===== src/hdl/bus_ctrl_pkg.sv =====
// constants and state encoding for the multiplexed bus controller
package bus_ctrl_pkg;

  // ---------------------------------------------------------------
  // timing
  // ---------------------------------------------------------------
  localparam int CLK_PERIOD_PS    = 4000;  // clk_i period, 250 MHz
  localparam int SYSTEM_CLOCK_OUT_HALF_PS   = 4000;  // half of the bus system clock
  // least time, rounded up, never below one cycle
  localparam int SYSTEM_CLOCK_OUT_HALF_CYC  = (SYSTEM_CLOCK_OUT_HALF_PS + CLK_PERIOD_PS - 1) / CLK_PERIOD_PS;

  // ---------------------------------------------------------------
  // widths and field positions
  // ---------------------------------------------------------------
  localparam int AD_W             = 32;
  localparam int BE_W             = 4;
  localparam int BE_LSB           = 0;     // byte enables ride in ad bits 3:0
  localparam int ADDR_LSB         = 4;     // word address from ad bit 4 up
  localparam int SYNC_W           = 3;     // pins passed through the synchroniser
  localparam int SYNC_ACK         = 0;
  localparam int SYNC_BREQ        = 1;
  localparam int SYNC_TRI         = 2;
  localparam logic [SYNC_W-1:0] SYNC_RST = 3'h7;  // all pin inputs rest negated

  // ---------------------------------------------------------------
  // bus cycle states, gray along idle-addr-strobe-hold
  // ---------------------------------------------------------------
  typedef enum logic [2:0] {
    S_IDLE   = 3'h0,
    S_ADDR   = 3'h1,
    S_STROBE = 3'h3,
    S_HOLD   = 3'h2,
    S_GRANT  = 3'h6
  } bus_state_t;

endpackage : bus_ctrl_pkg


===== src/hdl/pin_sync_if.sv =====
// carrier between the pin synchroniser and the controller
`timescale 1ns/1ps
interface pin_sync_if #(parameter int W = 1);
  logic [W-1:0] raw;
  logic [W-1:0] clean;
  modport sync (input raw, output clean);
  modport user (output raw, input clean);
endinterface : pin_sync_if


===== src/hdl/pin_sync.sv =====
// three-stage pin synchroniser, a change counts once stages two and three agree
`timescale 1ns/1ps
module pin_sync #(
  parameter int            W       = 1,
  parameter logic [W-1:0]  RST_VAL = '1
) (
  input  wire logic        clk_i,
  input  wire logic        rst_n_i,
  pin_sync_if.sync         port
);

  logic [W-1:0] s1_q;
  logic [W-1:0] s2_q;
  logic [W-1:0] s3_q;
  logic [W-1:0] clean_q;
  logic [W-1:0] clean_d;

  // s1 feeds s2 only, nothing else looks at it
  always_comb begin
    clean_d = clean_q;
    for (int i = 0; i < W; i++) begin
      if (s2_q[i] == s3_q[i]) begin
        clean_d[i] = s3_q[i];
      end
    end
  end

  always_ff @(posedge clk_i or negedge rst_n_i) begin
    if (!rst_n_i) begin
      s1_q    <= RST_VAL;
      s2_q    <= RST_VAL;
      s3_q    <= RST_VAL;
      clean_q <= RST_VAL;
    end else begin
      s1_q    <= port.raw;
      s2_q    <= s1_q;
      s3_q    <= s2_q;
      clean_q <= clean_d;
    end
  end

  assign port.clean = clean_q;

endmodule // pin_sync


===== src/hdl/muxed_bus_transceiver_control.sv =====
// processor side of a multiplexed address/data bus with handover and tri-state mode
`timescale 1ns/1ps
module muxed_bus_transceiver_control (
  input  wire logic                        clk_i,
  input  wire logic                        arst_n_i,
  // core request side
  input  wire logic                        req_valid_i,
  input  wire logic                        req_write_i,
  input  wire logic                        req_burst_i,
  input  wire logic [bus_ctrl_pkg::AD_W-1:0] req_addr_i,
  input  wire logic [bus_ctrl_pkg::BE_W-1:0] req_be_i,
  input  wire logic [bus_ctrl_pkg::AD_W-1:0] req_wdata_i,
  output logic                             done_o,
  output logic [bus_ctrl_pkg::AD_W-1:0]    rdata_o,
  output logic                             core_stall_o,
  // bus pins
  input  wire logic [bus_ctrl_pkg::AD_W-1:0] ad_i,
  output logic [bus_ctrl_pkg::AD_W-1:0]    ad_o,
  output logic                             ad_oe_o,
  output logic                             ale_o,
  output logic                             rd_n_o,
  output logic                             wr_n_o,
  output logic                             burst_or_near_write_n_o,
  output logic                             data_drive_enable_n_o,
  output logic                             ctl_oe_o,
  input  wire logic                        ack_n_i,
  input  wire logic                        bus_request_n_i,
  output logic                             bus_grant_n_o,
  output logic                             bus_grant_oe_o,
  input  wire logic                        tristate_req_n_i,
  output logic                             system_clock_out_o
);

  // ---------------------------------------------------------------
  // reset release and pin synchronisers
  // ---------------------------------------------------------------
  logic rst_meta_q;
  logic rst_n;

  always_ff @(posedge clk_i or negedge arst_n_i) begin
    if (!arst_n_i) begin
      rst_meta_q <= 1'b0;
      rst_n      <= 1'b0;
    end else begin
      rst_meta_q <= 1'b1;
      rst_n      <= rst_meta_q;
    end
  end

  pin_sync_if #(.W(bus_ctrl_pkg::SYNC_W)) pins_if ();
  assign pins_if.raw = {tristate_req_n_i, bus_request_n_i, ack_n_i};

  pin_sync #(
    .W       (bus_ctrl_pkg::SYNC_W),
    .RST_VAL (bus_ctrl_pkg::SYNC_RST)
  ) u_pin_sync (
    .clk_i   (clk_i),
    .rst_n_i (rst_n),
    .port    (pins_if.sync)
  );

  logic ack_s;
  logic breq_s;
  logic tri_s;
  assign ack_s  = !pins_if.clean[bus_ctrl_pkg::SYNC_ACK];
  assign breq_s = !pins_if.clean[bus_ctrl_pkg::SYNC_BREQ];
  assign tri_s  = !pins_if.clean[bus_ctrl_pkg::SYNC_TRI];

  // ---------------------------------------------------------------
  // bus cycle sequencer
  // ---------------------------------------------------------------
  bus_ctrl_pkg::bus_state_t state_q, state_d;
  logic                          system_clock_out_q, system_clock_out_d;
  logic                          ack_seen_q, ack_seen_d;
  logic [bus_ctrl_pkg::AD_W-1:0] ad_q, ad_d;
  logic                          ad_oe_q, ad_oe_d;
  logic                          ale_q, ale_d;
  logic                          rd_n_q, rd_n_d;
  logic                          wr_n_q, wr_n_d;
  logic                          bwn_n_q, bwn_n_d;
  logic                          den_n_q, den_n_d;
  logic                          ctl_oe_q, ctl_oe_d;
  logic                          gnt_n_q, gnt_n_d;
  logic                          gnt_oe_q, gnt_oe_d;
  logic                          done_q, done_d;
  logic [bus_ctrl_pkg::AD_W-1:0] rdata_q, rdata_d;
  logic                          stall_q, stall_d;
  logic                          fall_ev;
  logic                          rise_ev;

  // the divided bus clock falls on the edge where system_clock_out_q is high
  assign fall_ev = system_clock_out_q;
  assign rise_ev = !system_clock_out_q;

  // address word with byte enables folded into the low bits
  function automatic logic [bus_ctrl_pkg::AD_W-1:0] addr_word(
    input logic [bus_ctrl_pkg::AD_W-1:0] a,
    input logic [bus_ctrl_pkg::BE_W-1:0] be
  );
    logic [bus_ctrl_pkg::AD_W-1:0] w;
    w = a;
    w[bus_ctrl_pkg::BE_LSB +: bus_ctrl_pkg::BE_W] = be;
    return w;
  endfunction

  always_comb begin
    state_d    = state_q;
    system_clock_out_d   = !system_clock_out_q;
    ack_seen_d = ack_seen_q;
    ad_d       = ad_q;
    ad_oe_d    = ad_oe_q;
    ale_d      = ale_q;
    rd_n_d     = rd_n_q;
    wr_n_d     = wr_n_q;
    bwn_n_d    = bwn_n_q;
    den_n_d    = den_n_q;
    ctl_oe_d   = ctl_oe_q;
    gnt_n_d    = gnt_n_q;
    gnt_oe_d   = gnt_oe_q;
    done_d     = 1'b0;
    rdata_d    = rdata_q;
    // core keeps running from its caches, stalls only when it needs the bus
    stall_d    = (state_q == bus_ctrl_pkg::S_GRANT) && req_valid_i;
    case (state_q)
      bus_ctrl_pkg::S_IDLE: begin
        // bus floats, controls drive their negated levels
        ad_oe_d  = 1'b0;
        ctl_oe_d = 1'b1;
        gnt_oe_d = 1'b1;
        if (breq_s && fall_ev) begin
          // controls are already negated, so handing over leaves them quiet
          state_d  = bus_ctrl_pkg::S_GRANT;
          ctl_oe_d = 1'b0;
          gnt_n_d  = 1'b0;
        end else if (req_valid_i && rise_ev) begin
          state_d = bus_ctrl_pkg::S_ADDR;
          ad_d    = addr_word(req_addr_i, req_be_i);
          ad_oe_d = 1'b1;
          ale_d   = 1'b1;
        end
      end
      bus_ctrl_pkg::S_ADDR: begin
        // strobe asserts as the bus clock falls
        state_d    = bus_ctrl_pkg::S_STROBE;
        ale_d      = 1'b0;
        ack_seen_d = 1'b0;
        rd_n_d     = req_write_i;
        wr_n_d     = !req_write_i;
        bwn_n_d    = !req_burst_i;
        den_n_d    = req_write_i;
        ad_oe_d    = req_write_i;
        ad_d       = req_write_i ? req_wdata_i : ad_q;
      end
      bus_ctrl_pkg::S_STROBE: begin
        // acknowledge is only looked at on the falling bus clock edge
        if (ack_s && fall_ev) begin
          ack_seen_d = 1'b1;
          rdata_d    = ad_i;
        end
        if (ack_seen_q && rise_ev) begin
          state_d = bus_ctrl_pkg::S_HOLD;
          rd_n_d  = 1'b1;
          wr_n_d  = 1'b1;
          bwn_n_d = 1'b1;
          den_n_d = 1'b1;
          done_d  = 1'b1;
        end
      end
      bus_ctrl_pkg::S_HOLD: begin
        // write data lingers one half bus clock; a read leaves the bus quiet as long
        ad_oe_d = 1'b0;
        // the synchronised acknowledge lags its pin, so leave only once it has
        // cleared, else the next cycle would take this cycle's stale one
        if (!ack_s) state_d = bus_ctrl_pkg::S_IDLE;
      end
      bus_ctrl_pkg::S_GRANT: begin
        if (!breq_s) begin
          state_d  = bus_ctrl_pkg::S_IDLE;
          gnt_n_d  = 1'b1;
          ctl_oe_d = 1'b1;
        end
      end
      default: begin
        state_d = bus_ctrl_pkg::S_IDLE;
      end
    endcase
    // tri-state mode overrides everything but the clock and aborts any cycle
    if (tri_s) begin
      state_d  = bus_ctrl_pkg::S_IDLE;
      ad_oe_d  = 1'b0;
      ctl_oe_d = 1'b0;
      gnt_oe_d = 1'b0;
      gnt_n_d  = 1'b1;
      ale_d    = 1'b0;
      rd_n_d   = 1'b1;
      wr_n_d   = 1'b1;
      bwn_n_d  = 1'b1;
      den_n_d  = 1'b1;
      done_d   = 1'b0;
    end
  end

  always_ff @(posedge clk_i or negedge rst_n) begin
    if (!rst_n) begin
      state_q    <= bus_ctrl_pkg::S_IDLE;
      system_clock_out_q   <= 1'b1;
      ack_seen_q <= 1'b0;
      ad_q       <= '0;
      ad_oe_q    <= 1'b0;
      ale_q      <= 1'b0;
      rd_n_q     <= 1'b1;
      wr_n_q     <= 1'b1;
      bwn_n_q    <= 1'b1;
      den_n_q    <= 1'b1;
      ctl_oe_q   <= 1'b1;
      gnt_n_q    <= 1'b1;
      gnt_oe_q   <= 1'b1;
      done_q     <= 1'b0;
      rdata_q    <= '0;
      stall_q    <= 1'b0;
    end else begin
      state_q    <= state_d;
      system_clock_out_q   <= system_clock_out_d;
      ack_seen_q <= ack_seen_d;
      ad_q       <= ad_d;
      ad_oe_q    <= ad_oe_d;
      ale_q      <= ale_d;
      rd_n_q     <= rd_n_d;
      wr_n_q     <= wr_n_d;
      bwn_n_q    <= bwn_n_d;
      den_n_q    <= den_n_d;
      ctl_oe_q   <= ctl_oe_d;
      gnt_n_q    <= gnt_n_d;
      gnt_oe_q   <= gnt_oe_d;
      done_q     <= done_d;
      rdata_q    <= rdata_d;
      stall_q    <= stall_d;
    end
  end

  // outputs straight from flip-flops
  assign system_clock_out_o      = system_clock_out_q;
  assign ad_o                    = ad_q;
  assign ad_oe_o                 = ad_oe_q;
  assign ale_o                   = ale_q;
  assign rd_n_o                  = rd_n_q;
  assign wr_n_o                  = wr_n_q;
  assign burst_or_near_write_n_o = bwn_n_q;
  assign data_drive_enable_n_o   = den_n_q;
  assign ctl_oe_o                = ctl_oe_q;
  assign bus_grant_n_o           = gnt_n_q;
  assign bus_grant_oe_o          = gnt_oe_q;
  assign done_o                  = done_q;
  assign rdata_o                 = rdata_q;
  assign core_stall_o            = stall_q;
endmodule // muxed_bus_transceiver_control


===== config.mk =====
export PLATFORM = sky130hd
export DESIGN_NAME = muxed_bus_transceiver_control
export DESIGN_NICKNAME = d
export VERILOG_FILES = /design/src/hdl/bus_ctrl_pkg.sv /design/src/hdl/pin_sync_if.sv /design/src/hdl/pin_sync.sv /design/src/hdl/muxed_bus_transceiver_control.sv
export SDC_FILE = /design/constraint.sdc
export NUM_CORES = 1
export LEC_CHECK = 0
export BUFFER_PORTS_ARGS = -buffer_cell sky130_fd_sc_hd__buf_2
export CAP_MARGIN = 15
export CORE_ASPECT_RATIO = 0.5
export CORE_MARGIN = 2
export CORE_UTILIZATION = 47
export DETAILED_ROUTE_END_ITERATION = 10
export HOLD_SLACK_MARGIN = 0.15
export PLACE_DENSITY = 0.91
export SYNTH_ARGS = -nofsm -noshare
export SYNTH_HDL_FRONTEND = slang
export SYNTH_SLANG_ARGS = --single-unit

===== constraint.sdc =====
create_clock -name clk_i -period 3.2 [get_ports clk_i]
set_input_delay 0.64 -clock clk_i [delete_from_list [all_inputs] [get_ports clk_i]]
set_output_delay 0.64 -clock clk_i [all_outputs]
set_load 0.02 [all_outputs]

[After elaboration in Yosys (flattened, before gate mapping)]
Index checks and enable logic that the tools add are counted.
Word-level totals
  register bits after elaboration: 93
  bits of input ports: 108
  word-level logic and storage cells: 107
Operators by class
  eq/ne operators: 23
  muxes and demuxes: 40
  reductions and logical operators: 21
Operator list (number)
  $mux 32: 3
  $pmux 32 s2: 1
  $ne 3x3->1 const B: 9
  $mux 1: 21
  $mux 3: 6
  $pmux 3 s5: 1
  $pmux 1 s2: 7
  $ne 2x2->1 const B: 5
  $ne 4x4->1 const B: 2
  $reduce_and 2->1: 4
  $reduce_and 4->1: 2
  $eq 3x2->1 const B: 2
  $reduce_and 3->1: 2
  $logic_and 1x1->1: 5
  $logic_not 1->1: 5
  $reduce_bool 2->1: 2
  $eq 1x1->1: 3
  $eq 3x1->1 const B: 1
  $eq 3x3->1 const B: 1
  $logic_not 3->1: 1
  $pmux 1 s3: 1

[Logic depth before layout (Yosys ltp)]
Gate-level depths: netlist (run 1).
  word-level depth: 6
  depth in mapped cells: 7
  depth with buffers taken out: 4

[Modules after synthesis]
A second synthesis (run 1) with hierarchy kept.
Second synthesis, totals
  cell total of the unflattened synthesis: 269
  area, all modules: 3748.6 sq um
By module, submodules not included
  muxed_bus_transceiver_control: times used 1, cells each 254, area an instance 3399.5 sq um, seq. area each 2035.7 sq um
  pin_sync: times used 1, cells each 15, area an instance 349.1 sq um, seq. area each 315.3 sq um

[Worst setup path before layout (run 1)]
OpenSTA, ideal clock, no wires.
  path type: input -> register
  start point: input port req_valid_i
  end point: register ad_q (netlist bit ad_o[10])
  library setup time: 0.129 ns
  data arrival time: 1.564 ns
  required time: 3.071 ns
  slack: 1.507 ns
  cell stages on the path: 5
  buffers on the path: 2
  cell sequence: or3b_1 a21boi_2 buf_6 clkbuf_8 a31oi_2
Between the ends
  cells in the longest elaborated chain, start to end: 3
RTL lines
  from (decl): line muxed_bus_transceiver_control.sv:7  | input wire logic req_valid_i,
  $logic_and 1x1->1: line muxed_bus_transceiver_control.sv:135  | end else if (req_valid_i && rise_ev) begin
  $ne 2x2->1 (no source line)
  $reduce_and 4->1 (no source line)
  to (signal assigned): line muxed_bus_transceiver_control.sv:208  | ad_q <= '0;
  to (signal assigned): line muxed_bus_transceiver_control.sv:225  | ad_q <= ad_d;
  to (decl): line muxed_bus_transceiver_control.sv:75  | logic [bus_ctrl_pkg::AD_W-1:0] ad_q, ad_d;
No other way between the ends.
A chain may end at the register's enable or synchronous reset.

[Worst setup path in the final report (run 1)]
  start point: register state_q[1]
  end point: register ad_q (netlist bit ad_o[30])
Between the ends
  cells in the longest elaborated chain, start to end: 3
  elaborated cells between the ends (all ways): 8
  those cells by class: 4 x eq/ne; 1 x mux; 3 x reduce/logical
RTL lines
  from (decl): line muxed_bus_transceiver_control.sv:72  | bus_ctrl_pkg::bus_state_t state_q, state_d;
  from (signal assigned): line muxed_bus_transceiver_control.sv:205  | state_q <= bus_ctrl_pkg::S_IDLE;
  from (signal assigned): line muxed_bus_transceiver_control.sv:222  | state_q <= state_d;
  $eq 3x1->1 / $logic_not 3->1 (equally long branches): line muxed_bus_transceiver_control.sv:124  | case (state_q)
  $ne 2x2->1 (no source line) / $reduce_bool 2->1 (equally long branches)
  $reduce_and 4->1 (no source line)
Parallel ways exist; a longest one is shown, timed or not.

==> results of run 1 <==
## worst paths after layout
kind / start / end / slack (ps) / depth (start not counted)
worst max-delay path: state_q[1] / ad_o[30] / 1320 / 5
worst min-delay path: rst_meta_q / rst_n / 360 / 0
worst max register to register: state_q[1] / ad_o[30] / 1320 / 5
worst min register to register: rst_meta_q / rst_n / 360 / 0
max in group asynchronous: rst_n / u_pin_sync.port.clean[2] / 2020 / 1
min in group asynchronous: rst_n / rdata_o[24] / 400 / 0
## flip-flops by register name, summed over array words and instances, names as in the netlist, 3 cells and up
signal / count
ad_o: 32
rdata_o: 32
state_q: 3
u_pin_sync.port.clean: 3
u_pin_sync.s1_q: 3
u_pin_sync.s2_q: 3
u_pin_sync.s3_q: 3
## power groups by stage
stage | clock network (mW) | registers [mW] | logic (mW)
floorplan | 0 | 2.48 | 1.06
global placement | 0 | 1.94 | 2.17
detailed placement | 0 | 1.97 | 2.24
CTS | 1.03 | 1.96 | 2.24
global route | 1.08 | 2.02 | 2.39
finish | 0.997 | 1.95 | 2.22
## cells by family (layout without fill, tap and decap cells)
kind of cell               Yosys count  after routing
and+or+nand+nor                    134            134
DFF                                 93             93
AOI/OAI and AO/OA                   52             52
muxes                               33             33
buffers and inverters               24            204
adders and majority gates            3              3
other                                1              1
## cell usage after synthesis, drive strengths merged (2+ instances only)
| master | number |
|---|---|
| dfstp | 19 |
| nor2 | 41 |
| nand2 | 78 |
| o21ai | 5 |
| clkbuf | 8 |
| inv | 2 |
| and3b | 2 |
| buf | 14 |
| mux2 | 32 |
| and2 | 2 |
| nand3 | 2 |
| a21oi | 5 |
| maj3 | 3 |
| a31oi | 33 |
| nor3b | 2 |
| nand2b | 4 |
| o31ai | 2 |
| dfrtp | 74 |
## worst reg2reg max path: cells and delay by family, from the launching register on
kind	cells	cell delay [ps]
AO/OA/AOI/OAI	1	210
buffers and inverters	1	360
flip-flops	1	580
AND/OR/NAND/NOR	3	650
## metal layers
layer	vias up	track usage	part of all wire	wire, um
met5	-	0	0	0
met4	0	0.0725	0.022	198
met3	22	0.0599	0.050	458
met2	102	0.359	0.53	4880
met1	1498	0.237	0.40	3650
li1	1502	-	-	-
## repair_timing
action / in CTS / in global routing
buffers inserted: 0 / 0
hold buffers: 1 / 0
hold endpoints to repair: 2 / 0
## metrics by stage
step	worst slack, ps	cells
detailed placement	1160	615
global route	1150	632
global placement	1240	615
floorplan	451	340
CTS	1300	632
finish	1320	632
## cell type report
class | count | area (um^2) | share of cell area
clock buffers | 11 | 243 | 0.0464
clock inverters | 5 | 41.3 | 0.00790
inverters | 2 | 7.51 | 0.00144
multi-input cells | 223 | 1480 | 0.283
flip-flops and latches | 93 | 2350 | 0.450
well taps | 112 | 140 | 0.0268
repair buffers | 186 | 963 | 0.184
==> qor.yml, run 1 <==
synthDistinctLibCells: 36
syn2layout_area_growth_pct: 30.4
num_rows: 23
post_synth_xor_area_fraction: 0
cts_buffer_depth: 2
cts_inserted_buffers: 9
ys.flop_type: "dfrtp_1"
detail_route.drc_violations: 0
share_clk_of_total_power: 0.193
crit_chain: "nor2_1 -> nand2_1 -> buf_4 -> nand2_1 -> a31oi_2"
clock_transition_at_the_registers_of_the_reported_paths_ps: 70
synth.yosys.seq_area_share: 0.586
rsz_0062_raised_after_global_routing: "false"
syn-cell-area_um2: 4010
cp_top_family: "simple AND/OR/NAND/NOR gates"
clock_insertion_delay_worst_skew_ps: 330
effective_utilization_at_floorplan: 0.492
antenna_left: 0
place.gp.congestion: 0.850
postCtsResizedCells: 0
power.ir.vdd_worst_mv: 0.602
power.total_mw: 5.17
detailed_place_hpwl_um: 6750
number_of_diodes_added_for_antenna_fixing: 0
swShare: 0.404
htreeDepth: 3
final_max_slew_viol_count: 0
fraction_of_the_mapped_netlist_area_in_adder_cells: 0.00749
yosys.area.top_type_share: 0.462
layout.nets: 623
fin_hold_ws_ps: 356
sequentialPowerShare: 0.378
design.die.area_um2: 9330
synthTopCellsByArea: "dfrtp_1 46%, dfstp_2 12%, mux2_2 9.0%"
dieHeight_um: 69.3
slew_headroom: 0.528
filler_cell_count: 664
clock_tree_from_tritoncts: "yes"
post_synth_edffs: 0
timing.final.crit_period_ps: 1880
critical_path_buf_inv_count: 1
outcome: "finished clean"
data_arrival_time_of_the_critical_path_ps: 2130
grt_max_degree: 65
postSynthNetCount: 448
core_region_area_um2: 8140
drt-wirelength-per-cell_um: 14.5
maxCapViolCount: 0
worst-setup-path-type: "reg -> reg"
worst_setup_path_start_kind: "flop"
layout.cell_area.non_filler_um2: 5230
via_count_of_the_first_global_routing_pass: 3094
io_pins: 184
worstMarginPinSlew_ps: 709
critical_path.endpoint_type: "flop"
wire_length_of_the_first_global_routing_pass_um: 15100
antenna_found_initial: 0
grt.overflow.total: 0
viasPerCell: 4.94
drt-pass1-iter-count: 4
dr.first_iter.drc_count: 180
ys_seq_elements: 93
mostFrequentLayoutCell: "buf_2"
setup_total_neg_slack_ps: 0
drive_above_1_share: 0.544
tritoncts_num_sinks: 93
critPathRequiredTime_ps: 3450
critical_path.max_fanout: 23
final_min_period_over_clock_period: 0.587
p_switching_mw: 2.09
routed-via-count: 3124
port_buffers: 179
power_per_standard_cell_area_nw_per_um2: 988
grt_usage: 0.203
yosys_warning_total: 0
simple_logic_cell_fraction_of_the_synthesized_area: 0.138
synth_cells: 340
layout.cells.most_common_list: "179 x buf_2, 78 x nand2_1, 73 x dfrtp_1"
worst_path_max_delay_cell: "dfrtp_1"
highest_clock_rate_mhz: 532
synth_area_per_cell_um2: 11.8
synth_top_family_by_area: "simple AND/OR/NAND/NOR gates"
synthesized_area_fraction_occupied_by_ao_oa_aoi_and_oai_cells: 0.127
drt-total-wl_um: 9190
combinationalPowerShare: 0.429
cts_root_buf: "clkbuf_16"
critical_path.most_common_cell: "nand2_1"
synth.area.mux_share: 0.0924
finalSetupViolCount: 0
async_reset_ff_frac: 1.00
detailed_place.area_um2: 4930
critical_path_s_largest_stage_delay_ps: 580
post_route_core_utilization: 0.642
cellLeakagePower_nw: 2.45
timing_hold_violations_final: 0
cell_internal_pwr_mw: 3.08
min_path_type: "reg -> reg"
synth_top_area_cell: "dfrtp_1"
dieWidth_um: 135
finClkSkew_ps: 8.70
Power figures use the tool's default switching activity.
==> run 2: changes to the inputs <==
--- a/config.mk
+++ b/config.mk
@@ -9,10 +9,10 @@
 export CAP_MARGIN = 15
 export CORE_ASPECT_RATIO = 0.5
 export CORE_MARGIN = 2
-export CORE_UTILIZATION = 47
+export CORE_UTILIZATION = 42
 export DETAILED_ROUTE_END_ITERATION = 10
 export HOLD_SLACK_MARGIN = 0.15
-export PLACE_DENSITY = 0.91
+export PLACE_DENSITY = 0.87
 export SYNTH_ARGS = -nofsm -noshare
 export SYNTH_HDL_FRONTEND = slang
 export SYNTH_SLANG_ARGS = --single-unit
==> constraint.sdc (replaced) <==
create_clock -name clk_i -period 1.6 [get_ports clk_i]
set_input_delay 0.32 -clock clk_i [delete_from_list [all_inputs] [get_ports clk_i]]
set_output_delay 0.32 -clock clk_i [all_outputs]
set_load 0.02 [all_outputs]
==> qor.yml, run 2 (synthesis gave the netlist of run 1 again) <==
outcome: "finished clean"
drive_above_1_share: 0.552
num_rows: 25
worst_setup_path_start_kind: "flop"
core_region_area_um2: 9350
cellLeakagePower_nw: 2.56
final.setup.worst_slack_ps: 4.76
drt-pass1-iter-count: 4
critical_path_buf_inv_count: 1
antenna_left: 0
layout.cells.non_filler: 657
layout.nets: 639
detailed_place_hpwl_um: 7020
critical_path_s_largest_stage_delay_ps: 390
clock_tree_from_tritoncts: "yes"
filler_cell_count: 774
grt.overflow.total: 0
grt_usage: 0.184
numPlacedInstances: 634
grt_max_degree: 43
power_per_standard_cell_area_nw_per_um2: 1980
number_of_diodes_added_for_antenna_fixing: 0
min_path_type: "reg -> async"
antenna_found_initial: 0
share_clk_of_total_power: 0.195
grt_util_met2: 0.324
highest_clock_rate_mhz: 627
power.total_mw: 10.8
critical_path.endpoint_type: "flop"
clock_transition_at_the_registers_of_the_reported_paths_ps: 70
critPathRequiredTime_ps: 1850
dr.first_iter.drc_count: 184
setup_total_neg_slack_ps: 0
syn2layout_area_growth_pct: 36.2
layout.cells.most_common_list: "179 x buf_2, 78 x nand2_1, 73 x dfrtp_1"
crit_chain: "or3b_4 -> a21boi_4 -> buf_6 -> nor2_1 -> a31oi_2"
wire_length_of_the_first_global_routing_pass_um: 14800
dieWidth_um: 142
finalSetupViolCount: 0
drt-total-wl_um: 9750
critical_path.max_fanout: 16
cts_root_buf: "clkbuf_16"
timing_hold_violations_final: 0
viasPerCell: 4.84
rsz_0062_raised_after_global_routing: "true"
place.gp.congestion: 0.856
cts_inserted_buffers: 9
worst-setup-path-type: "reg -> reg"
combinationalPowerShare: 0.450
dp_slack_ps: -25.1
met3_usage: 0.0459
power.ir.vdd_worst_mv: 0.879
clock_insertion_delay_worst_skew_ps: 340
worst_path_max_delay_cell: "dfrtp_1"
io_pins: 184
port_buffers: 179
mostFrequentLayoutCell: "buf_2"
dieHeight_um: 73.1
timing.final.crit_period_ps: 1600
sequentialPowerShare: 0.355
maxCapViolCount: 0
detail_route.drc_violations: 0
cp_top_family: "simple AND/OR/NAND/NOR gates"
busiest_layer: "met2"
grt_util_met1: 0.218
effective_utilization_at_floorplan: 0.429
routed-via-count: 3177
cell_internal_pwr_mw: 6.52
finClkSkew_ps: 6.34
data_arrival_time_of_the_critical_path_ps: 1840
tritoncts_num_sinks: 93
cts_buffer_depth: 2
final_min_period_over_clock_period: 0.997
swShare: 0.396
design.die.area_um2: 10400
via_count_of_the_first_global_routing_pass: 3137
final_max_slew_viol_count: 0
htreeDepth: 3
drt-wirelength-per-cell_um: 14.8
p_switching_mw: 4.28
run 2: cell count changes in the layout (fill, tap and decap cells not counted), moves of 2 or more:
cell / before / now
buf_4: 5 / 11
buf_6: 0 / 2
buf_12: 1 / 4
dlygate4sd3_1: 1 / 4
run 2: power by group through the flow:
stage | combinational (mW) | sequential [mW] | clock [mW]
after global placement | 4.58 | 3.80 | 0
after floorplan | 2.12 | 4.96 | 0
final | 4.87 | 3.83 | 2.10
after CTS | 4.86 | 3.84 | 2.15
after detailed placement | 4.72 | 3.87 | 0
after global routing | 5.21 | 3.95 | 2.26
run 2: cell type report:
type | instances | area, um^2 | share of cell area
multi-input cells | 223 | 1480 | 0.271
repair buffers | 202 | 1170 | 0.215
clock inverters | 5 | 58.8 | 0.0108
well taps | 121 | 151 | 0.0277
clock buffers | 11 | 233 | 0.0426
inverters | 2 | 7.51 | 0.00137
flip-flops and latches | 93 | 2350 | 0.431
run 2: repair_timing:
action,4_1_cts,5_1_grt
gates resized for setup,1,4
buffers inserted,2,0
hold buffers,4,0
setup endpoints to repair,3,19
pin swaps,1,2
hold endpoints to repair,5,0
cloned,1,1
run 2: metrics by stage:
step           hold slack (ps)  cell area, um^2   util
2_1_floorplan             24.4             4010      -
3_3_place_gp               105             5070  0.542
3_5_place_dp               107             5070  0.542
4_1_cts                    195             5440  0.582
5_1_grt                    194             5460  0.584
6_report                   186             5460  0.584
run 2: metal layers:
| layer | part of all wire | vias to the layer above |
|---|---|---|
| met5 | 0 | - |
| met4 | 0.019 | 0 |
| met3 | 0.036 | 16 |
| met2 | 0.55 | 70 |
| met1 | 0.40 | 1560 |
| li1 | - | 1531 |
run 2: worst register-to-register path: stages, from the launching register on:
cell	delay [ps]
dfrtp_1	390
or3b_4	390
a21boi_4	230
buf_6	210
nor2_1	90
a31oi_2	190
run 2: worst paths after layout:
check / startpoint / slack [ps] / depth (start not counted) / endpoint
worst max-delay path: state_q[0] / 5 / 5 / ad_o[3]
worst min-delay path: rst_n / 190 / 0 / rdata_o[4]
worst max register to register: state_q[0] / 5 / 5 / ad_o[3]
worst min register to register: rst_n / 190 / 0 / rdata_o[4]
max in group asynchronous: rst_n / 870 / 1 / u_pin_sync.s3_q[0]
min in group clk_i: ad_i[22] / 210 / 2 / rdata_o[22]
==> run 3: changes to the inputs <==
--- a/config.mk
+++ b/config.mk
@@ -13,6 +13,7 @@
 export DETAILED_ROUTE_END_ITERATION = 10
 export HOLD_SLACK_MARGIN = 0.15
 export PLACE_DENSITY = 0.87
+export SETUP_SLACK_MARGIN = 0.3
 export SYNTH_ARGS = -nofsm -noshare
 export SYNTH_HDL_FRONTEND = slang
 export SYNTH_SLANG_ARGS = --single-unit
==> qor.yml, run 3 (synthesis gave the netlist of run 1 again) <==
num_rows: 25
critical_path.endpoint_type: "flop"
core_region_area_um2: 9350
r2r-end: "rdata_o[7]"
port_buffers: 179
power_per_standard_cell_area_nw_per_um2: 1970
finClkSkew_ps: 8.17
worst-r2r-cell-count: 5
cts_root_buf: "clkbuf_16"
via_count_of_the_first_global_routing_pass: 3406
effective_utilization_at_floorplan: 0.429
highest_clock_rate_mhz: 639
power.ir.vdd_worst_mv: 1.02
data_arrival_time_of_the_critical_path_ps: 1780
min_path_cells: 2
grt_max_degree: 38
detailed_place_hpwl_um: 6820
drive_above_1_share: 0.662
viasPerCell: 5.13
dieHeight_um: 73.1
drt-pass1-iter-count: 4
hold_end: "rdata_o[24]"
layout.cell_area.non_filler_um2: 6210
dieWidth_um: 142
final_max_slew_viol_count: 0
filler_cell_count: 652
dr.first_iter.drc_count: 234
layout.nets: 671
number_of_diodes_added_for_antenna_fixing: 0
multi_input_area_um2: 1720
r2r_start: "system_clock_out_o"
grt.overflow.total: 0
drt-total-wl_um: 11900
antenna_found_initial: 0
wire_length_of_the_first_global_routing_pass_um: 16100
detail_route.drc_violations: 0
critical_path.max_fanout: 8
seq_area_um2: 2360
clock_insertion_delay_worst_skew_ps: 340
syn2layout_area_growth_pct: 54.9
post_route_core_utilization: 0.664
timing.final.crit_period_ps: 1570
place.gp.congestion: 0.845
mostFrequentLayoutCell: "buf_2"
outcome: "finished clean"
routed-via-count: 3538
detailed_place.area_um2: 5080
rsz_0062_raised_after_global_routing: "true"
tritoncts_num_sinks: 93
hp-start: "ad_i[24]"
cts_buffer_depth: 2
io_pins: 184
worst-setup-path-type: "reg -> reg"
drt-wirelength-per-cell_um: 17.3
cts_inserted_buffers: 9
critPathRequiredTime_ps: 1820
finalSetupViolCount: 0
cellLeakagePower_nw: 2.87
numPlacedInstances: 635
design.die.area_um2: 10400
antenna_left: 0
clock_transition_at_the_registers_of_the_reported_paths_ps: 70
grt_usage: 0.198
reg2reg_setup_slack_ps: 30
worst_setup_path_start_kind: "flop"
htreeDepth: 3
layout.cells.non_filler: 689
min_path_type: "in -> reg"
maxCapViolCount: 0
layout.cells.most_common_list: "172 x buf_2, 77 x nand2_1, 72 x dfrtp_1"
final_min_period_over_clock_period: 0.978
timing_hold_violations_final: 0
power.total_mw: 12.2
clock_tree_from_tritoncts: "yes"
run 3: how the worst max path moves through the flow:
stage | startpoint | end | slack, ps | cells after the start
floorplan | system_clock_out_o | ad_o[28] | 50 | 7
global placement | req_valid_i | ad_o[13] | 50 | 6
detailed placement | req_valid_i | ad_o[1] | -3 | 6
CTS | state_q[0] | ad_o[1] | 50 | 5
global route | state_q[0] | ad_o[30] | -20 | 6
finish | system_clock_out_o | rdata_o[7] | 30 | 5
run 3: where the power goes:
group	leakage (nW)	switching [mW]	total (mW)	internal [mW]
clock	0.144	0.943	2.02	1.08
sequential	1.05	0.671	4.02	3.35
combinational	1.67	3.35	6.16	2.81
total	2.87	4.97	12.2	7.24
run 3: per-stage QoR:
step | TNS, ps | worst slack (ps) | hold slack (ps)
after global routing | -267 | -23.4 | 196
after global placement | 0 | 47.0 | 106
after detailed placement | -2.71 | -2.71 | 108
after floorplan | 0 | 48.8 | 24.4
after CTS | 0 | 53.3 | 204
final | 0 | 34.4 | 209
run 3: per-layer routing:
metal,vias up,global-route usage,share of wire
met5,-,0,0
met4,0,0.0689,0.030
met3,37,0.0413,0.051
met2,144,0.359,0.52
met1,1755,0.239,0.40
li1,1602,-,-
run 3: critical path, stage by stage, from the launching register on:
cell	delay [ps]
dfstp_2	540
buf_4	190
nand3_4	130
buf_4	170
buf_12	140
mux2_2	270
run 3: final cells by class:
class                   instances  area share
repair buffers                234       0.273
flip-flops and latches         93       0.379
clock buffers                   9      0.0363
multi-input cells             223       0.277
inverters                       2     0.00121
well taps                     121      0.0244
clock inverters                 7     0.00947
run 3: repair_timing:
| item | in CTS | in global routing |
|---|---|---|
| gates resized for setup | 41 | 67 |
| hold buffers | 4 | 0 |
| setup buffers | 13 | 10 |
| hold endpoints to repair | 5 | 0 |
| pin swaps | 6 | 11 |
| cloned | 6 | 5 |
| setup endpoints to repair | 78 | 82 |
